`config.mk`:
```
export PLATFORM = sky130hd
export DESIGN_NAME = fbme_exec
export DESIGN_NICKNAME = d
export VERILOG_FILES = /design/src/hdl/fbme_pkg.sv /design/src/hdl/fbme_exec.sv /design/src/hdl/fbme_regfile.sv /design/src/hdl/fbme_branch_cond.sv
export VERILOG_INCLUDE_DIRS = /design/src /design/src/hdl
export SDC_FILE = /design/constraint.sdc
export NUM_CORES = 1
export LEC_CHECK = 0
export BUFFER_PORTS_ARGS = -buffer_cell sky130_fd_sc_hd__buf_4
export CAP_MARGIN = 10
export CORE_AREA = 2 2 208 210
export DETAILED_ROUTE_END_ITERATION = 8
export DIE_AREA = 0 0 210 212
export PLACE_DENSITY_LB_ADDON = 0.2
export SYNTH_ARGS = -nofsm -noshare
export SYNTH_HDL_FRONTEND = slang
export SYNTH_SLANG_ARGS = --single-unit
```
`constraint.sdc`:
```
create_clock -name clk -period 17.1 [get_ports clk]
set_clock_uncertainty 0.1 [all_clocks]
set_input_delay 0.855 -clock clk [delete_from_list [all_inputs] [get_ports clk]]
set_output_delay 0.855 -clock clk [all_outputs]
set_load 0.1 [all_outputs]
```
`src/hdl/fbme_defines.svh`:
```
`ifndef FBME_DEFINES_SVH
`define FBME_DEFINES_SVH

// APB register word indices; the byte address is four times the index.
`define FBME_OFF_INSTR   6'h00
`define FBME_OFF_PC      6'h01
`define FBME_OFF_SREG    6'h02
`define FBME_OFF_STATUS  6'h03
`define FBME_OFF_REGIDX  6'h04
`define FBME_OFF_REGDATA 6'h05

// Reset values.
`define FBME_PC_RST      16'h0000
`define FBME_SREG_RST    8'h00
`define FBME_INSTR_RST   16'h0000

// Status register flag positions.
`define FBME_FLAG_C      0
`define FBME_FLAG_Z      1
`define FBME_FLAG_N      2
`define FBME_FLAG_V      3
`define FBME_FLAG_S      4
`define FBME_FLAG_H      5
`define FBME_FLAG_T      6
`define FBME_FLAG_I      7

// STATUS register field positions.
`define FBME_ST_BUSY     0
`define FBME_ST_TAKEN    1
`define FBME_ST_ILLEGAL  2
`define FBME_ST_CYC      5:4

// Instruction word fields.
`define FBME_F_OP        15:12
`define FBME_F_DST       11:7
`define FBME_F_SRC       6:2
`define FBME_F_K         6:0
`define FBME_F_K_SIGN    6
`define FBME_K_EXT_W     9

// Operation codes.
`define FBME_OP_BR_GE    4'h0
`define FBME_OP_BR_LT    4'h1
`define FBME_OP_BR_HS    4'h2
`define FBME_OP_BR_HC    4'h3
`define FBME_OP_BR_TS    4'h4
`define FBME_OP_BR_TC    4'h5
`define FBME_OP_BR_VS    4'h6
`define FBME_OP_BR_VC    4'h7
`define FBME_OP_BR_IE    4'h8
`define FBME_OP_BR_ID    4'h9
`define FBME_OP_CP_ONE   4'hA
`define FBME_OP_CP_PAIR  4'hB
`define FBME_OP_LOAD_DIR 4'hC
`define FBME_OP_LOAD_INC 4'hD
`define FBME_OP_LOAD_DEC 4'hE

// Pointer pair index (registers 27:26), steps and cycle counts.
`define FBME_PTR_PAIR    4'hD
`define FBME_STEP_ONE    16'h0001
`define FBME_STEP_TWO    16'h0002
`define FBME_CYC_ONE     2'h1
`define FBME_CYC_TWO     2'h2

`endif

```
`src/hdl/fbme_pkg.sv`:
```
package fbme_pkg;

  typedef enum logic [4:0] {
    FBME_IDLE  = 5'h01,
    FBME_READ  = 5'h02,
    FBME_PREP  = 5'h04,
    FBME_EXEC1 = 5'h08,
    FBME_EXEC2 = 5'h10
  } fbme_state_type;

endpackage

```
`src/hdl/fbme_exec.sv`:
```
// Functional notes
// - Signed GE branches when N xor V is 0.
// - Signed LT branches when N xor V is 1.
// - Half-carry-set branch taken only when H is 1.
// - Half-carry-clear branch taken only when H is 0.
// - Copy-bit-set branch taken only when T is 1.
// - Copy-bit-clear branch taken only when T is 0.
// - Overflow-set branch taken only when V is 1.
// - Overflow-clear branch taken only when V is 0.
// - Irq-enabled branch taken only when I is 1.
// - Irq-disabled branch taken only when I is 0.
// - Taken: PC+k+1, two cycles; else one; flags kept.
// - Single register copy, one cycle, flags kept.
// - Register pair copy, one cycle, flags kept.
// - Direct load from constant address, two cycles.
// - Load at pointer, then pointer plus one, one cycle.
// - Pointer minus one, then load, two cycles.
//
// Added by the designer: the address map and the APB register port.
`timescale 1ns/1ns
`include "fbme_defines.svh"
module fbme_exec (
  // Clock and reset
  input  logic        clk,
  input  logic        sys_rst,
  // APB slave
  input  logic        psel,
  input  logic        penable,
  input  logic        pwrite,
  input  logic [7:0]  paddr,
  input  logic [31:0] pwdata,
  output logic [31:0] prdata,
  output logic        pready,
  output logic        pslverr,
  // Data space read port
  output logic [15:0] ds_addr,
  output logic        ds_re,
  input  logic [7:0]  ds_rdata
);

  fbme_pkg::fbme_state_type state_q;

  logic [15:0] instr_q;
  logic [15:0] word2_q;
  logic [15:0] pc_q;
  logic [7:0]  sreg_q;
  logic [4:0]  regidx_q;
  logic        taken_q;
  logic        illegal_q;
  logic [1:0]  cycles_q;
  logic [15:0] ds_addr_q;
  logic        ds_re_q;
  logic [31:0] prdata_q;
  logic        pready_q;
  logic        pslverr_q;

  logic [3:0]  op;
  logic [4:0]  dst;
  logic [4:0]  src;
  logic        is_branch;
  logic        is_legal;
  logic        take;
  logic        two_cycle;
  logic [15:0] k_ext;
  logic [15:0] rd_a_data;
  logic [15:0] rd_b_data;
  logic [3:0]  rd_a_pair;
  logic [7:0]  src_byte;
  logic [15:0] ptr_inc;
  logic [15:0] ptr_dec;
  logic        busy;

  logic [3:0]  w1_pair;
  logic [1:0]  w1_mask;
  logic [15:0] w1_data;
  logic [3:0]  w2_pair;
  logic [1:0]  w2_mask;
  logic [15:0] w2_data;

  logic        apb_first;
  logic        apb_done;
  logic        apb_wr;
  logic [5:0]  apb_word;
  logic        apb_mapped;
  logic [31:0] rd_mux;
  logic        launch;

  assign op        = instr_q[`FBME_F_OP];
  assign dst       = instr_q[`FBME_F_DST];
  assign src       = instr_q[`FBME_F_SRC];
  assign is_branch = (op <= `FBME_OP_BR_ID);
  assign is_legal  = (op <= `FBME_OP_LOAD_DEC);
  assign busy      = (state_q != fbme_pkg::FBME_IDLE);

  // The displacement is sign extended before the add, so backward targets wrap correctly.
  assign k_ext = {{`FBME_K_EXT_W{instr_q[`FBME_F_K_SIGN]}}, instr_q[`FBME_F_K]};

  assign two_cycle = (is_branch && take) || op == `FBME_OP_LOAD_DIR || op == `FBME_OP_LOAD_DEC;

  // Pointer ops read the pointer pair, everything else the source pair.
  assign rd_a_pair = (op == `FBME_OP_LOAD_INC || op == `FBME_OP_LOAD_DEC) ?
                     `FBME_PTR_PAIR : src[4:1];
  assign src_byte  = src[0] ? rd_a_data[15:8] : rd_a_data[7:0];
  assign ptr_inc   = rd_a_data + `FBME_STEP_ONE;
  assign ptr_dec   = rd_a_data - `FBME_STEP_ONE;

  fbme_branch_cond u_cond (
    .op   (op),
    .sreg (sreg_q),
    .take (take)
  );

  fbme_regfile u_regs (
    .clk         (clk),
    .sys_rst     (sys_rst),
    .rd_a_pair   (rd_a_pair),
    .rd_a_data_q (rd_a_data),
    .rd_b_pair   (regidx_q[4:1]),
    .rd_b_data_q (rd_b_data),
    .w1_pair     (w1_pair),
    .w1_mask     (w1_mask),
    .w1_data     (w1_data),
    .w2_pair     (w2_pair),
    .w2_mask     (w2_mask),
    .w2_data     (w2_data)
  );

  // Destination write port.
  always_comb
  begin
    w1_pair = dst[4:1];
    w1_mask = 2'h0;
    w1_data = {ds_rdata, ds_rdata};
    if (state_q == fbme_pkg::FBME_EXEC1)
    begin
      unique case (op)
        `FBME_OP_CP_ONE:
        begin
          w1_mask = dst[0] ? 2'h2 : 2'h1;
          w1_data = {src_byte, src_byte};
        end
        `FBME_OP_CP_PAIR:
        begin
          w1_mask = 2'h3;
          w1_data = rd_a_data;
        end
        `FBME_OP_LOAD_INC:
          w1_mask = dst[0] ? 2'h2 : 2'h1;
        default:
          w1_mask = 2'h0;
      endcase
    end
    else if (state_q == fbme_pkg::FBME_EXEC2 &&
             (op == `FBME_OP_LOAD_DIR || op == `FBME_OP_LOAD_DEC))
      w1_mask = dst[0] ? 2'h2 : 2'h1;
  end

  // Pointer write port, shared with software access while idle.
  always_comb
  begin
    w2_pair = `FBME_PTR_PAIR;
    w2_mask = 2'h0;
    w2_data = ptr_inc;
    if (state_q == fbme_pkg::FBME_EXEC1 && op == `FBME_OP_LOAD_INC)
      w2_mask = 2'h3;
    else if (state_q == fbme_pkg::FBME_EXEC1 && op == `FBME_OP_LOAD_DEC)
    begin
      w2_mask = 2'h3;
      w2_data = ptr_dec;
    end
    else if (apb_wr && apb_word == `FBME_OFF_REGDATA)
    begin
      w2_pair = regidx_q[4:1];
      w2_mask = regidx_q[0] ? 2'h2 : 2'h1;
      w2_data = {pwdata[7:0], pwdata[7:0]};
    end
  end

  // Sequencer: READ and PREP fetch operands, EXEC1/EXEC2 are the counted cycles.
  always_ff @(posedge clk or posedge sys_rst)
  begin
    if (sys_rst)
      state_q <= fbme_pkg::FBME_IDLE;
    else
    begin
      unique case (state_q)
        fbme_pkg::FBME_IDLE:  if (launch) state_q <= fbme_pkg::FBME_READ;
        fbme_pkg::FBME_READ:  state_q <= fbme_pkg::FBME_PREP;
        fbme_pkg::FBME_PREP:  state_q <= fbme_pkg::FBME_EXEC1;
        fbme_pkg::FBME_EXEC1: state_q <= two_cycle ? fbme_pkg::FBME_EXEC2 : fbme_pkg::FBME_IDLE;
        fbme_pkg::FBME_EXEC2: state_q <= fbme_pkg::FBME_IDLE;
      endcase
    end
  end

  // Program counter; the status flags are never written by execution.
  always_ff @(posedge clk or posedge sys_rst)
  begin
    if (sys_rst)
      pc_q <= `FBME_PC_RST;
    else if (state_q == fbme_pkg::FBME_EXEC1)
    begin
      if (is_branch && take)
        pc_q <= pc_q + k_ext + `FBME_STEP_ONE;
      else if (op == `FBME_OP_LOAD_DIR)
        pc_q <= pc_q + `FBME_STEP_TWO;
      else
        pc_q <= pc_q + `FBME_STEP_ONE;
    end
    else if (apb_wr && apb_word == `FBME_OFF_PC)
      pc_q <= pwdata[15:0];
  end

  always_ff @(posedge clk or posedge sys_rst)
  begin
    if (sys_rst)
      sreg_q <= `FBME_SREG_RST;
    else if (apb_wr && apb_word == `FBME_OFF_SREG)
      sreg_q <= pwdata[7:0];
  end

  // Data-space address and read strobe.
  always_ff @(posedge clk or posedge sys_rst)
  begin
    if (sys_rst)
    begin
      ds_addr_q <= 16'h0000;
      ds_re_q   <= 1'b0;
    end
    else if (state_q == fbme_pkg::FBME_PREP && op == `FBME_OP_LOAD_DIR)
    begin
      ds_addr_q <= word2_q;
      ds_re_q   <= 1'b1;
    end
    else if (state_q == fbme_pkg::FBME_PREP && op == `FBME_OP_LOAD_INC)
    begin
      ds_addr_q <= rd_a_data;
      ds_re_q   <= 1'b1;
    end
    else if (state_q == fbme_pkg::FBME_EXEC1 && op == `FBME_OP_LOAD_DEC)
    begin
      ds_addr_q <= ptr_dec;
      ds_re_q   <= 1'b1;
    end
    else if (state_q == fbme_pkg::FBME_EXEC2 ||
             (state_q == fbme_pkg::FBME_EXEC1 && op != `FBME_OP_LOAD_DIR))
      ds_re_q <= 1'b0;
  end

  // Outcome of the last instruction.
  always_ff @(posedge clk or posedge sys_rst)
  begin
    if (sys_rst)
    begin
      taken_q   <= 1'b0;
      illegal_q <= 1'b0;
      cycles_q  <= 2'h0;
    end
    else if (state_q == fbme_pkg::FBME_EXEC1)
    begin
      taken_q   <= is_branch && take;
      illegal_q <= ~is_legal;
      cycles_q  <= `FBME_CYC_ONE;
    end
    else if (state_q == fbme_pkg::FBME_EXEC2)
      cycles_q <= `FBME_CYC_TWO;
  end

  // Instruction words and register index.
  always_ff @(posedge clk or posedge sys_rst)
  begin
    if (sys_rst)
    begin
      instr_q  <= `FBME_INSTR_RST;
      word2_q  <= `FBME_INSTR_RST;
      regidx_q <= 5'h00;
    end
    else if (launch)
    begin
      instr_q <= pwdata[15:0];
      word2_q <= pwdata[31:16];
    end
    else if (apb_wr && apb_word == `FBME_OFF_REGIDX)
      regidx_q <= pwdata[4:0];
  end

  // APB slave: every access gets exactly one wait state.
  assign apb_first  = psel && penable && !pready_q;
  assign apb_done   = psel && penable && pready_q;
  assign apb_word   = paddr[7:2];
  assign apb_wr     = apb_done && pwrite && !pslverr_q;
  assign launch     = apb_wr && apb_word == `FBME_OFF_INSTR;
  assign apb_mapped = (apb_word <= `FBME_OFF_REGDATA);

  always_comb
  begin
    rd_mux = 32'h0000_0000;
    unique case (apb_word)
      `FBME_OFF_INSTR:   rd_mux = {word2_q, instr_q};
      `FBME_OFF_PC:      rd_mux = {16'h0000, pc_q};
      `FBME_OFF_SREG:    rd_mux = {24'h00_0000, sreg_q};
      `FBME_OFF_STATUS:
      begin
        rd_mux[`FBME_ST_BUSY]    = busy;
        rd_mux[`FBME_ST_TAKEN]   = taken_q;
        rd_mux[`FBME_ST_ILLEGAL] = illegal_q;
        rd_mux[`FBME_ST_CYC]     = cycles_q;
      end
      `FBME_OFF_REGIDX:  rd_mux = {27'h000_0000, regidx_q};
      `FBME_OFF_REGDATA: rd_mux = {24'h00_0000,
                                   regidx_q[0] ? rd_b_data[15:8] : rd_b_data[7:0]};
      default:           rd_mux = 32'h0000_0000;
    endcase
  end

  // Writes while busy are refused so software cannot race the sequencer.
  always_ff @(posedge clk or posedge sys_rst)
  begin
    if (sys_rst)
    begin
      pready_q  <= 1'b0;
      pslverr_q <= 1'b0;
      prdata_q  <= 32'h0000_0000;
    end
    else
    begin
      pready_q  <= apb_first;
      pslverr_q <= apb_first && (!apb_mapped ||
                   (pwrite && (busy || apb_word == `FBME_OFF_STATUS)));
      prdata_q  <= (apb_first && !pwrite && apb_mapped) ? rd_mux : 32'h0000_0000;
    end
  end

  assign prdata  = prdata_q;
  assign pready  = pready_q;
  assign pslverr = pslverr_q;
  assign ds_addr = ds_addr_q;
  assign ds_re   = ds_re_q;

endmodule

```
`src/hdl/fbme_regfile.sv`:
```
`timescale 1ns/1ns
module fbme_regfile (
  // Clock and reset
  input  logic        clk,
  input  logic        sys_rst,
  // Read ports, pair addressed
  input  logic [3:0]  rd_a_pair,
  output logic [15:0] rd_a_data_q,
  input  logic [3:0]  rd_b_pair,
  output logic [15:0] rd_b_data_q,
  // Write port one, has priority
  input  logic [3:0]  w1_pair,
  input  logic [1:0]  w1_mask,
  input  logic [15:0] w1_data,
  // Write port two
  input  logic [3:0]  w2_pair,
  input  logic [1:0]  w2_mask,
  input  logic [15:0] w2_data
);

  logic [7:0] mem_q [0:31];

  genvar i;
  generate
    for (i = 0; i < 32; i = i + 1)
    begin : g_ent
      localparam logic [3:0] PAIR = 4'(i / 2);
      localparam int         LANE = i % 2;
      always_ff @(posedge clk or posedge sys_rst)
      begin
        if (sys_rst)
          mem_q[i] <= 8'h00;
        else if (w1_mask[LANE] && w1_pair == PAIR)
          mem_q[i] <= w1_data[LANE*8 +: 8];
        else if (w2_mask[LANE] && w2_pair == PAIR)
          mem_q[i] <= w2_data[LANE*8 +: 8];
      end
    end
  endgenerate

  always_ff @(posedge clk or posedge sys_rst)
  begin
    if (sys_rst)
    begin
      rd_a_data_q <= 16'h0000;
      rd_b_data_q <= 16'h0000;
    end
    else
    begin
      rd_a_data_q <= {mem_q[{rd_a_pair, 1'b1}], mem_q[{rd_a_pair, 1'b0}]};
      rd_b_data_q <= {mem_q[{rd_b_pair, 1'b1}], mem_q[{rd_b_pair, 1'b0}]};
    end
  end

endmodule

```
`src/hdl/fbme_branch_cond.sv`:
```
`timescale 1ns/1ns
`include "fbme_defines.svh"
module fbme_branch_cond (
  // Decoded operation and flags
  input  logic [3:0] op,
  input  logic [7:0] sreg,
  // Branch decision
  output logic       take
);

  logic sign_diff;

  assign sign_diff = sreg[`FBME_FLAG_N] ^ sreg[`FBME_FLAG_V];

  always_comb
  begin
    case (op)
      `FBME_OP_BR_GE: take = (sign_diff == 1'b0);
      `FBME_OP_BR_LT: take = (sign_diff == 1'b1);
      `FBME_OP_BR_HS: take = sreg[`FBME_FLAG_H];
      `FBME_OP_BR_HC: take = ~sreg[`FBME_FLAG_H];
      `FBME_OP_BR_TS: take = sreg[`FBME_FLAG_T];
      `FBME_OP_BR_TC: take = ~sreg[`FBME_FLAG_T];
      `FBME_OP_BR_VS: take = sreg[`FBME_FLAG_V];
      `FBME_OP_BR_VC: take = ~sreg[`FBME_FLAG_V];
      `FBME_OP_BR_IE: take = sreg[`FBME_FLAG_I];
      `FBME_OP_BR_ID: take = ~sreg[`FBME_FLAG_I];
      default:        take = 1'b0;
    endcase
  end

endmodule

```
Word-level counts from Yosys, hierarchy flattened
Index checks and enable logic that the tools add are counted.
{ "op_classes": {"n_bitwise": 12, "eq_ne": 57, "n_lt_le_gt_ge": 7, "n_reduce_logical": 138, "addsub": 6, "n_mux": 117} }
{ "op_table": {"columns": ["operator", "count"], "rows": [
  ["8-bit two-way mux", 74],
  ["16-bit two-way mux", 11],
  ["8-bit binary-select mux with 5-bit select", 4],
  ["26-bit case mux with 4 select lines", 1],
  ["4-bit equality test (second input constant)", 23],
  ["1-bit logical AND", 85],
  ["2-bit nonzero test", 34],
  ["16-bit by 1-bit adder with 16-bit output (second input constant)", 3],
  ["4-bit by 3-bit equality test with 1-bit output (second input constant)", 12],
  ["32-bit two-way mux", 1],
  ["16-bit case mux with 2 select lines", 1],
  ["5-bit case mux with 5 select lines", 1],
  ["4-bit by 2-bit equality test with 1-bit output (second input constant)", 6],
  ["6-bit >= comparator (second input constant)", 4],
  ["5-bit NOT with 6-bit output", 4],
  ["2-bit two-way mux", 9],
  ["3-bit case mux with 6 select lines", 1],
  ["16-bit adder", 1],
  ["16-bit by 2-bit adder with 16-bit output (second input constant)", 1],
  ["4-bit two-way mux", 4],
  ["16-bit by 1-bit subtractor with 16-bit output (second input constant)", 1],
  ["4-bit by 1-bit equality test with 1-bit output (second input constant)", 3],
  ["6-bit by 2-bit equality test with 1-bit output (second input constant)", 2],
  ["6-bit by 3-bit equality test with 1-bit output (second input constant)", 2],
  ["other kinds (27)", 49]
]} }
{ "word_totals": {"regBits": 409, "output_inout_bits": 51} }

Longest topological paths before layout
{ "logic_depth": {"word_depth": 12, "depth_mapped": 12} }

By module
A second synthesis with hierarchy kept.
{ "hier_totals": {"hier_cells": 2828, "hier_area_um2": 26026.2} }
{ "modules_own_cells": {"columns": ["mod", "cells_each", "area_each_um2", "instances"], "rows": [
  ["fbme_regfile", 1927, 17992.3, 1],
  ["fbme_exec", 887, 7931.4, 1],
  ["fbme_branch_cond", 14, 102.6, 1]
]} }

Worst setup path before layout
Ideal clock, no wire load.
{ "synth_path": {"path_type": "input to register", "start": "input port paddr[5]", "end": "register u_regs.mem_q[2] in the netlist's numbering", "path_buffers": 2, "setup_slack_ps": 14046, "t_required_ps": 16869, "cell_stages": 9, "t_arrival_ps": 2823, "path_cell_list": "or4b_4 > or4_4 > buf_6 > nor3_2 > buf_4 > nand2_1 > a21oi_1 > o21ai_1 > a21boi_0"} }
{ "synth_via": {"elab_chain_len": 8, "elab_cells_between_ends": 16, "cone_classes": "eq/ne: 2; mux: 11; reduce/logical: 3"} }
{ "synth_lines": {"columns": ["item", "line", "text"], "rows": [
  ["start: declaration", "fbme_exec.sv:30", "input logic [7:0] paddr,"],
  ["6-bit by 3-bit equality test with 1-bit output *", null, null],
  ["1-bit logical AND (no line) *", null, null],
  ["4-bit two-way mux", "fbme_exec.sv:171", "else if (apb_wr && apb_word == `FBME_OFF_REGDATA)"],
  ["4-bit two-way mux", "fbme_exec.sv:166", "else if (state_q == fbme_pkg::FBME_EXEC1 && op == `FBME_OP_LOAD_DEC)"],
  ["4-bit two-way mux", "fbme_exec.sv:164", "if (state_q == fbme_pkg::FBME_EXEC1 && op == `FBME_OP_LOAD_INC)"],
  ["4-bit equality test", "fbme_regfile.sv:35", "else if (w2_mask[LANE] && w2_pair == PAIR)"],
  ["1-bit logical AND", "fbme_regfile.sv:35", null],
  ["2-bit nonzero test (no line)", null, null],
  ["end signal: indexed assignment", "fbme_regfile.sv:34", "mem_q[i] <= w1_data[LANE*8 +: 8];"],
  ["end signal: indexed assignment", "fbme_regfile.sv:36", "mem_q[i] <= w2_data[LANE*8 +: 8];"],
  ["end: declaration", "fbme_regfile.sv:21", "logic [7:0] mem_q [0:31];"]
]} }
Every way passes the cells marked *; elsewhere a longest branch is shown, timed or not. The select of a mux whose other input is x is not followed.
A chain may end at the register's enable or synchronous reset.

Worst setup path in the final report
{ "layout_path": {"start": "register instr_q[12]", "end": "register u_regs.rd_a_data_q[1]"} }
{ "layout_via": {"elab_chain_len": 7, "elab_cells_between_ends": 8, "cone_classes": "eq/ne: 2; mux: 4; bitwise: 1; reduce/logical: 1"} }
{ "layout_lines": {"columns": ["item", "line", "text"], "rows": [
  ["start: declaration", "fbme_exec.sv:43", "logic [15:0] instr_q;"],
  ["start signal: assignment", "fbme_exec.sv:274", "instr_q <= `FBME_INSTR_RST;"],
  ["start signal: assignment", "fbme_exec.sv:280", "instr_q <= pwdata[15:0];"],
  ["4-bit equality test", null, null],
  ["1-bit logical OR (no line) *", null, null],
  ["4-bit two-way mux *", "fbme_exec.sv:101", "assign rd_a_pair = (op == `FBME_OP_LOAD_INC || op == `FBME_OP_LOAD_DEC) ?"],
  ["5-bit NOT with 6-bit output (implied by the code) *", "fbme_regfile.sv:50", "rd_a_data_q <= {mem_q[{rd_a_pair, 1'b1}], mem_q[{rd_a_pair, 1'b0}]};"],
  ["8-bit binary-select mux with 5-bit select *", "fbme_regfile.sv:50", null],
  ["8-bit two-way mux (implied by the code) * (2 in series)", "fbme_regfile.sv:50", null],
  ["end signal: assignment", "fbme_regfile.sv:50", null],
  ["end: declaration", "fbme_regfile.sv:8", "output logic [15:0] rd_a_data_q,"]
]} }
Marks and branches as above.

==> run_results.csv <==
group,metric,value,unit
die,die_h,212,um
power_and_ir_drop,clockPowerShare,40.4,%
critical_path,slowest_stage,"nand2b_2",
clock_network,clk_pin_slew,0.06,ns
power_and_ir_drop,combPwrFrac,16.3,%
global_routing,grtUsageMet1,52.92,%
finish,final_layout_size_suffix_gt1_share,15.27,%
clock_network,clock_sinks,409,
die,die_area,44520,um2
die,coreArea,42510,um2
synth,synth_xor_area_share,1.633,%
global_routing,grt_usage,39.70,%
critical_path,end_kind,"flip-flop",
synth,synth-async-reset-ratio,100.0,%
placement,dp_hpwl,60.87,mm
job,drv_cap,0,
critical_path,crit_cells,9,
synth,synth-simple-area-share,18.67,%
timing,setup_viol,0,
min_path,hold_class,"in -> async",
critical_path,critPathRequiredTime,17.40,ns
critical_path,startpoint_type,"flip-flop",
critical_path,r2r_end,"u_regs.rd_a_data_q[1]$_DFF_PP0_",
power_and_ir_drop,p_sw,0.0007557,W
route,vias,23700,
global_routing,antenna_found_initial,4,
synth,syn_area_per_cell,9.184,um2
critical_path,cp_max_fo,30,
synth,yosys_warnings,0,
finish,multi_input_area,14040,um2
critical_path,startpoint,"instr_q[12]$_DFFE_PP0P_",
placement,portBuffers,101,
timing,maxSlewHeadroom,9.951,%
synth,ys_seq_area_share,40.60,%
route,drcViolationCount,0,
die,rows,76,
placement,pre_cts_slack,12.72,ns
synth,ys_ff_latch,409,
finish,area_delta_synth_final,10.16,%
timing,worst_slack,12.42,ns
timing,timing.final.crit_share,27.35,%
die,start_util,59.31,%
synth,synth_top_family_by_area,"compound AO/OA/AOI/OAI gates",
synth,synth_adder_area_share,1.022,%
critical_path,r2r_setup_slack,12.42,ns
global_routing,grtUsageMet2,61.21,%
global_routing,grt_pass1_vias,22470,
finish,mostFrequentLayoutCells,"nand2_1, dfrtp_1, nor2_1",
clock_network,cts.path.max_buffers,3,
timing,finalSetupTns,0,ns
finish,regArea,10250,um2
global_routing,overflow,0,
power_and_ir_drop,powerDensity,90.56,nW/um2
critical_path,crit_arrival,4.97,ns
clock_network,htree_num_levels,2,
synth,syn_area,25210,um2
timing,fmax,0.2139,GHz
clock_network,cts_resized,0,
timing,grt_setup_unrepaired,"no",
power_and_ir_drop,swShare,30.05,%
timing,max_slew.worst_pin.slew,1.346,ns
clock_network,post_cts_buffers,0,
critical_path,cpPeakStageDelay,0.86,ns
route,routed_wl,88.33,mm
placement,place.gp.congestion,0.9650,
clock_network,worstSkewPairLatency,0.61,ns
finish,layout_commonest_cell,"nand2_1",
critical_path,crit_type,"reg -> reg",
global_routing,grt_pass1_wl,134.8,mm
route,wl_per_cell,26.62,um
critical_path,regToRegStartpoint,"instr_q[12]$_DFFE_PP0P_",
synth,synthMuxAreaShare,14.82,%
clock_network,cts-root-buf,"clkbuf_16",
die,io_pins,104,
power_and_ir_drop,seqPwrFrac,43.2,%
critical_path,worst-path-buf-inv,2,
power_and_ir_drop,leakage,12.07,nW
critical_path,path_cells,"buf_4, xor2_1, nand2_1, nand2b_2, buf_4, nand2_1, a31oi_1, nor2_1, o21ai_0",
timing,slew_viol_final,0,
status,status,"finished, final reports clean",
critical_path,r2r_cells,9,
clock_network,cts_tree,"built",
synth,synth_cells,2745,
route,drtIter0Drc,3485,
clock_network,numCtsBuffers,45,
synth,synth_edf_count,0,
synth,synth_compound_area_share,19.34,%
global_routing,gr-usage-met3,9.247,%
global_routing,grt_max_degree,171,
route,viasPerCell,7.141,
die,dieWidth,210,um
synth,synth_cell_types,86,
synth,yosys_most_used_dff,"dfrtp_1",
critical_path,critical-path-top-delay-family,"simple AND/OR/NAND/NOR gates",
clock_network,hold_buffers,0,
timing,fin_crit,4.676,ns
power_and_ir_drop,p_int,0.001759,W
finish,nNetsFinal,2809,
route,first_pass_iters,8,
timing,finalHoldViolCount,0,
global_routing,top_usage_layer,"met2",
synth,synth_fp_nets,2818,
route,ant_nets,0,
finish,fillers,3391,
power_and_ir_drop,peakVddDrop,0.07247,mV
[metrics by stage]
stage | hold WS, ns | power, W | cell area (um2) | utilization, % | std cells
detailed placement | 0.3708 | 0.001499 | 26240 | 61.73 | 3234
global route | 0.3597 | 0.002593 | 27770 | 65.33 | 3317
CTS | 0.3143 | 0.002506 | 27760 | 65.31 | 3316
floorplan | 0.3417 | 0.001377 | 25210 | - | 2745
global placement | 0.3698 | 0.001483 | 26240 | 61.73 | 3234
finish | 0.2979 | 0.002515 | 27770 | 65.34 | 3318
[kinds of logic (layout without fill, tap and decap cells)]
group	count (synthesis)	count (layout)
xor+xnor	47	47
compound gates	745	745
mux	264	264
buf+inv	235	261
fa+ha+maj	20	20
other cells	0	1
simple gates	1025	1025
flops	409	409
[registers in the layout, summed over array words and instances, names as in the netlist, 2 cells and up]
| signal | cells |
|---|---|
| u_regs.rd_a_data_q | 16 |
| sreg_q | 8 |
| pc_q | 16 |
| instr_q | 16 |
| word2_q | 16 |
| state_q | 5 |
| u_regs.mem_q | 256 |
| u_regs.rd_b_data_q | 16 |
| regidx_q | 5 |
| cycles_q | 2 |
| prdata | 32 |
| ds_addr | 16 |
[cells in the mapped netlist (10+ instances only)]
cell | count | share of area, %
dfrtp_1 | 408 | 41
nand2_1 | 407 | 6.1
nor2_1 | 237 | 3.5
a21oi_1 | 191 | 3.8
nand3_1 | 151 | 3.0
mux2i_1 | 146 | 5.8
clkbuf_1 | 138 | 2.1
o21ai_0 | 131 | 2.6
mux4_2 | 84 | 7.5
o211ai_1 | 69 | 2.1
o221ai_1 | 53 | 1.8
o22ai_1 | 51 | 1.3
a31oi_1 | 49 | 1.2
nor3_1 | 40 | 0.79
a22oi_1 | 38 | 1.1
buf_2 | 38 | 0.75
and2_1 | 34 | 0.84
mux2_2 | 34 | 1.5
xnor2_1 | 33 | 1.1
a211oi_1 | 28 | 0.83
nand2b_1 | 28 | 0.69
buf_1 | 25 | 0.37
nor2b_1 | 22 | 0.55
inv_1 | 21 | 0.31
ha_1 | 19 | 0.94
or2_2 | 18 | 0.45
a2bb2oi_1 | 16 | 0.56
o21ai_1 | 16 | 0.32
and3_1 | 14 | 0.35
o2111ai_1 | 14 | 0.49
xor2_1 | 14 | 0.49
nand4_1 | 11 | 0.27
nor3b_1 | 10 | 0.30
o21a_1 | 10 | 0.30
[routing by layer]
metal  routed length [um]  vias to the layer above  share of wire (%)
met5                   48                        -              0.054
met4                 4596                        8                5.2
met3                10590                      306                 12
met2                39600                     1724                 45
met1                33490                    11550                 38
li1                     -                    10100                  -
[how the worst max path moves through the flow]
stage,endpoint,slack [ns]
2_1_floorplan,cycles_q[0]$_DFFE_PP0N_,4.77
3_3_place_gp,u_regs.rd_a_data_q[1]$_DFF_PP0_,12.83
3_5_place_dp,u_regs.rd_a_data_q[1]$_DFF_PP0_,12.72
4_1_cts,u_regs.rd_a_data_q[1]$_DFF_PP0_,12.71
5_1_grt,u_regs.rd_a_data_q[1]$_DFF_PP0_,12.55
6_report,u_regs.rd_a_data_q[1]$_DFF_PP0_,12.42
[power groups by stage]
stage	logic, W	clock network (W)	registers [W]
3_3_place_gp	0.000385	0	0.00110
3_5_place_dp	0.000398	0	0.00110
6_report	0.000411	0.00102	0.00109
2_1_floorplan	0.000276	0	0.00110
5_1_grt	0.000447	0.00105	0.00109
4_1_cts	0.000403	0.00102	0.00108
[final cells by class]
cell class	count	area share, %
diodes	1	0.009011
well taps	546	2.460
clock inverters	16	0.6398
inverters	24	0.3514
multi-input cells	2101	50.56
flip-flops and latches	409	36.89
clock buffers	66	4.848
repair buffers	155	4.235
[worst register-to-register path, stage by stage, from the launching register on]
cell and delay, ns:
dfrtp_1 0.33, buf_4 0.32, xor2_1 0.49, nand2_1 0.73, nand2b_2 0.86, buf_4 0.50
nand2_1 0.12, a31oi_1 0.21, nor2_1 0.07, o21ai_0 0.75
Note: power is estimated with default switching activity, not from simulation.
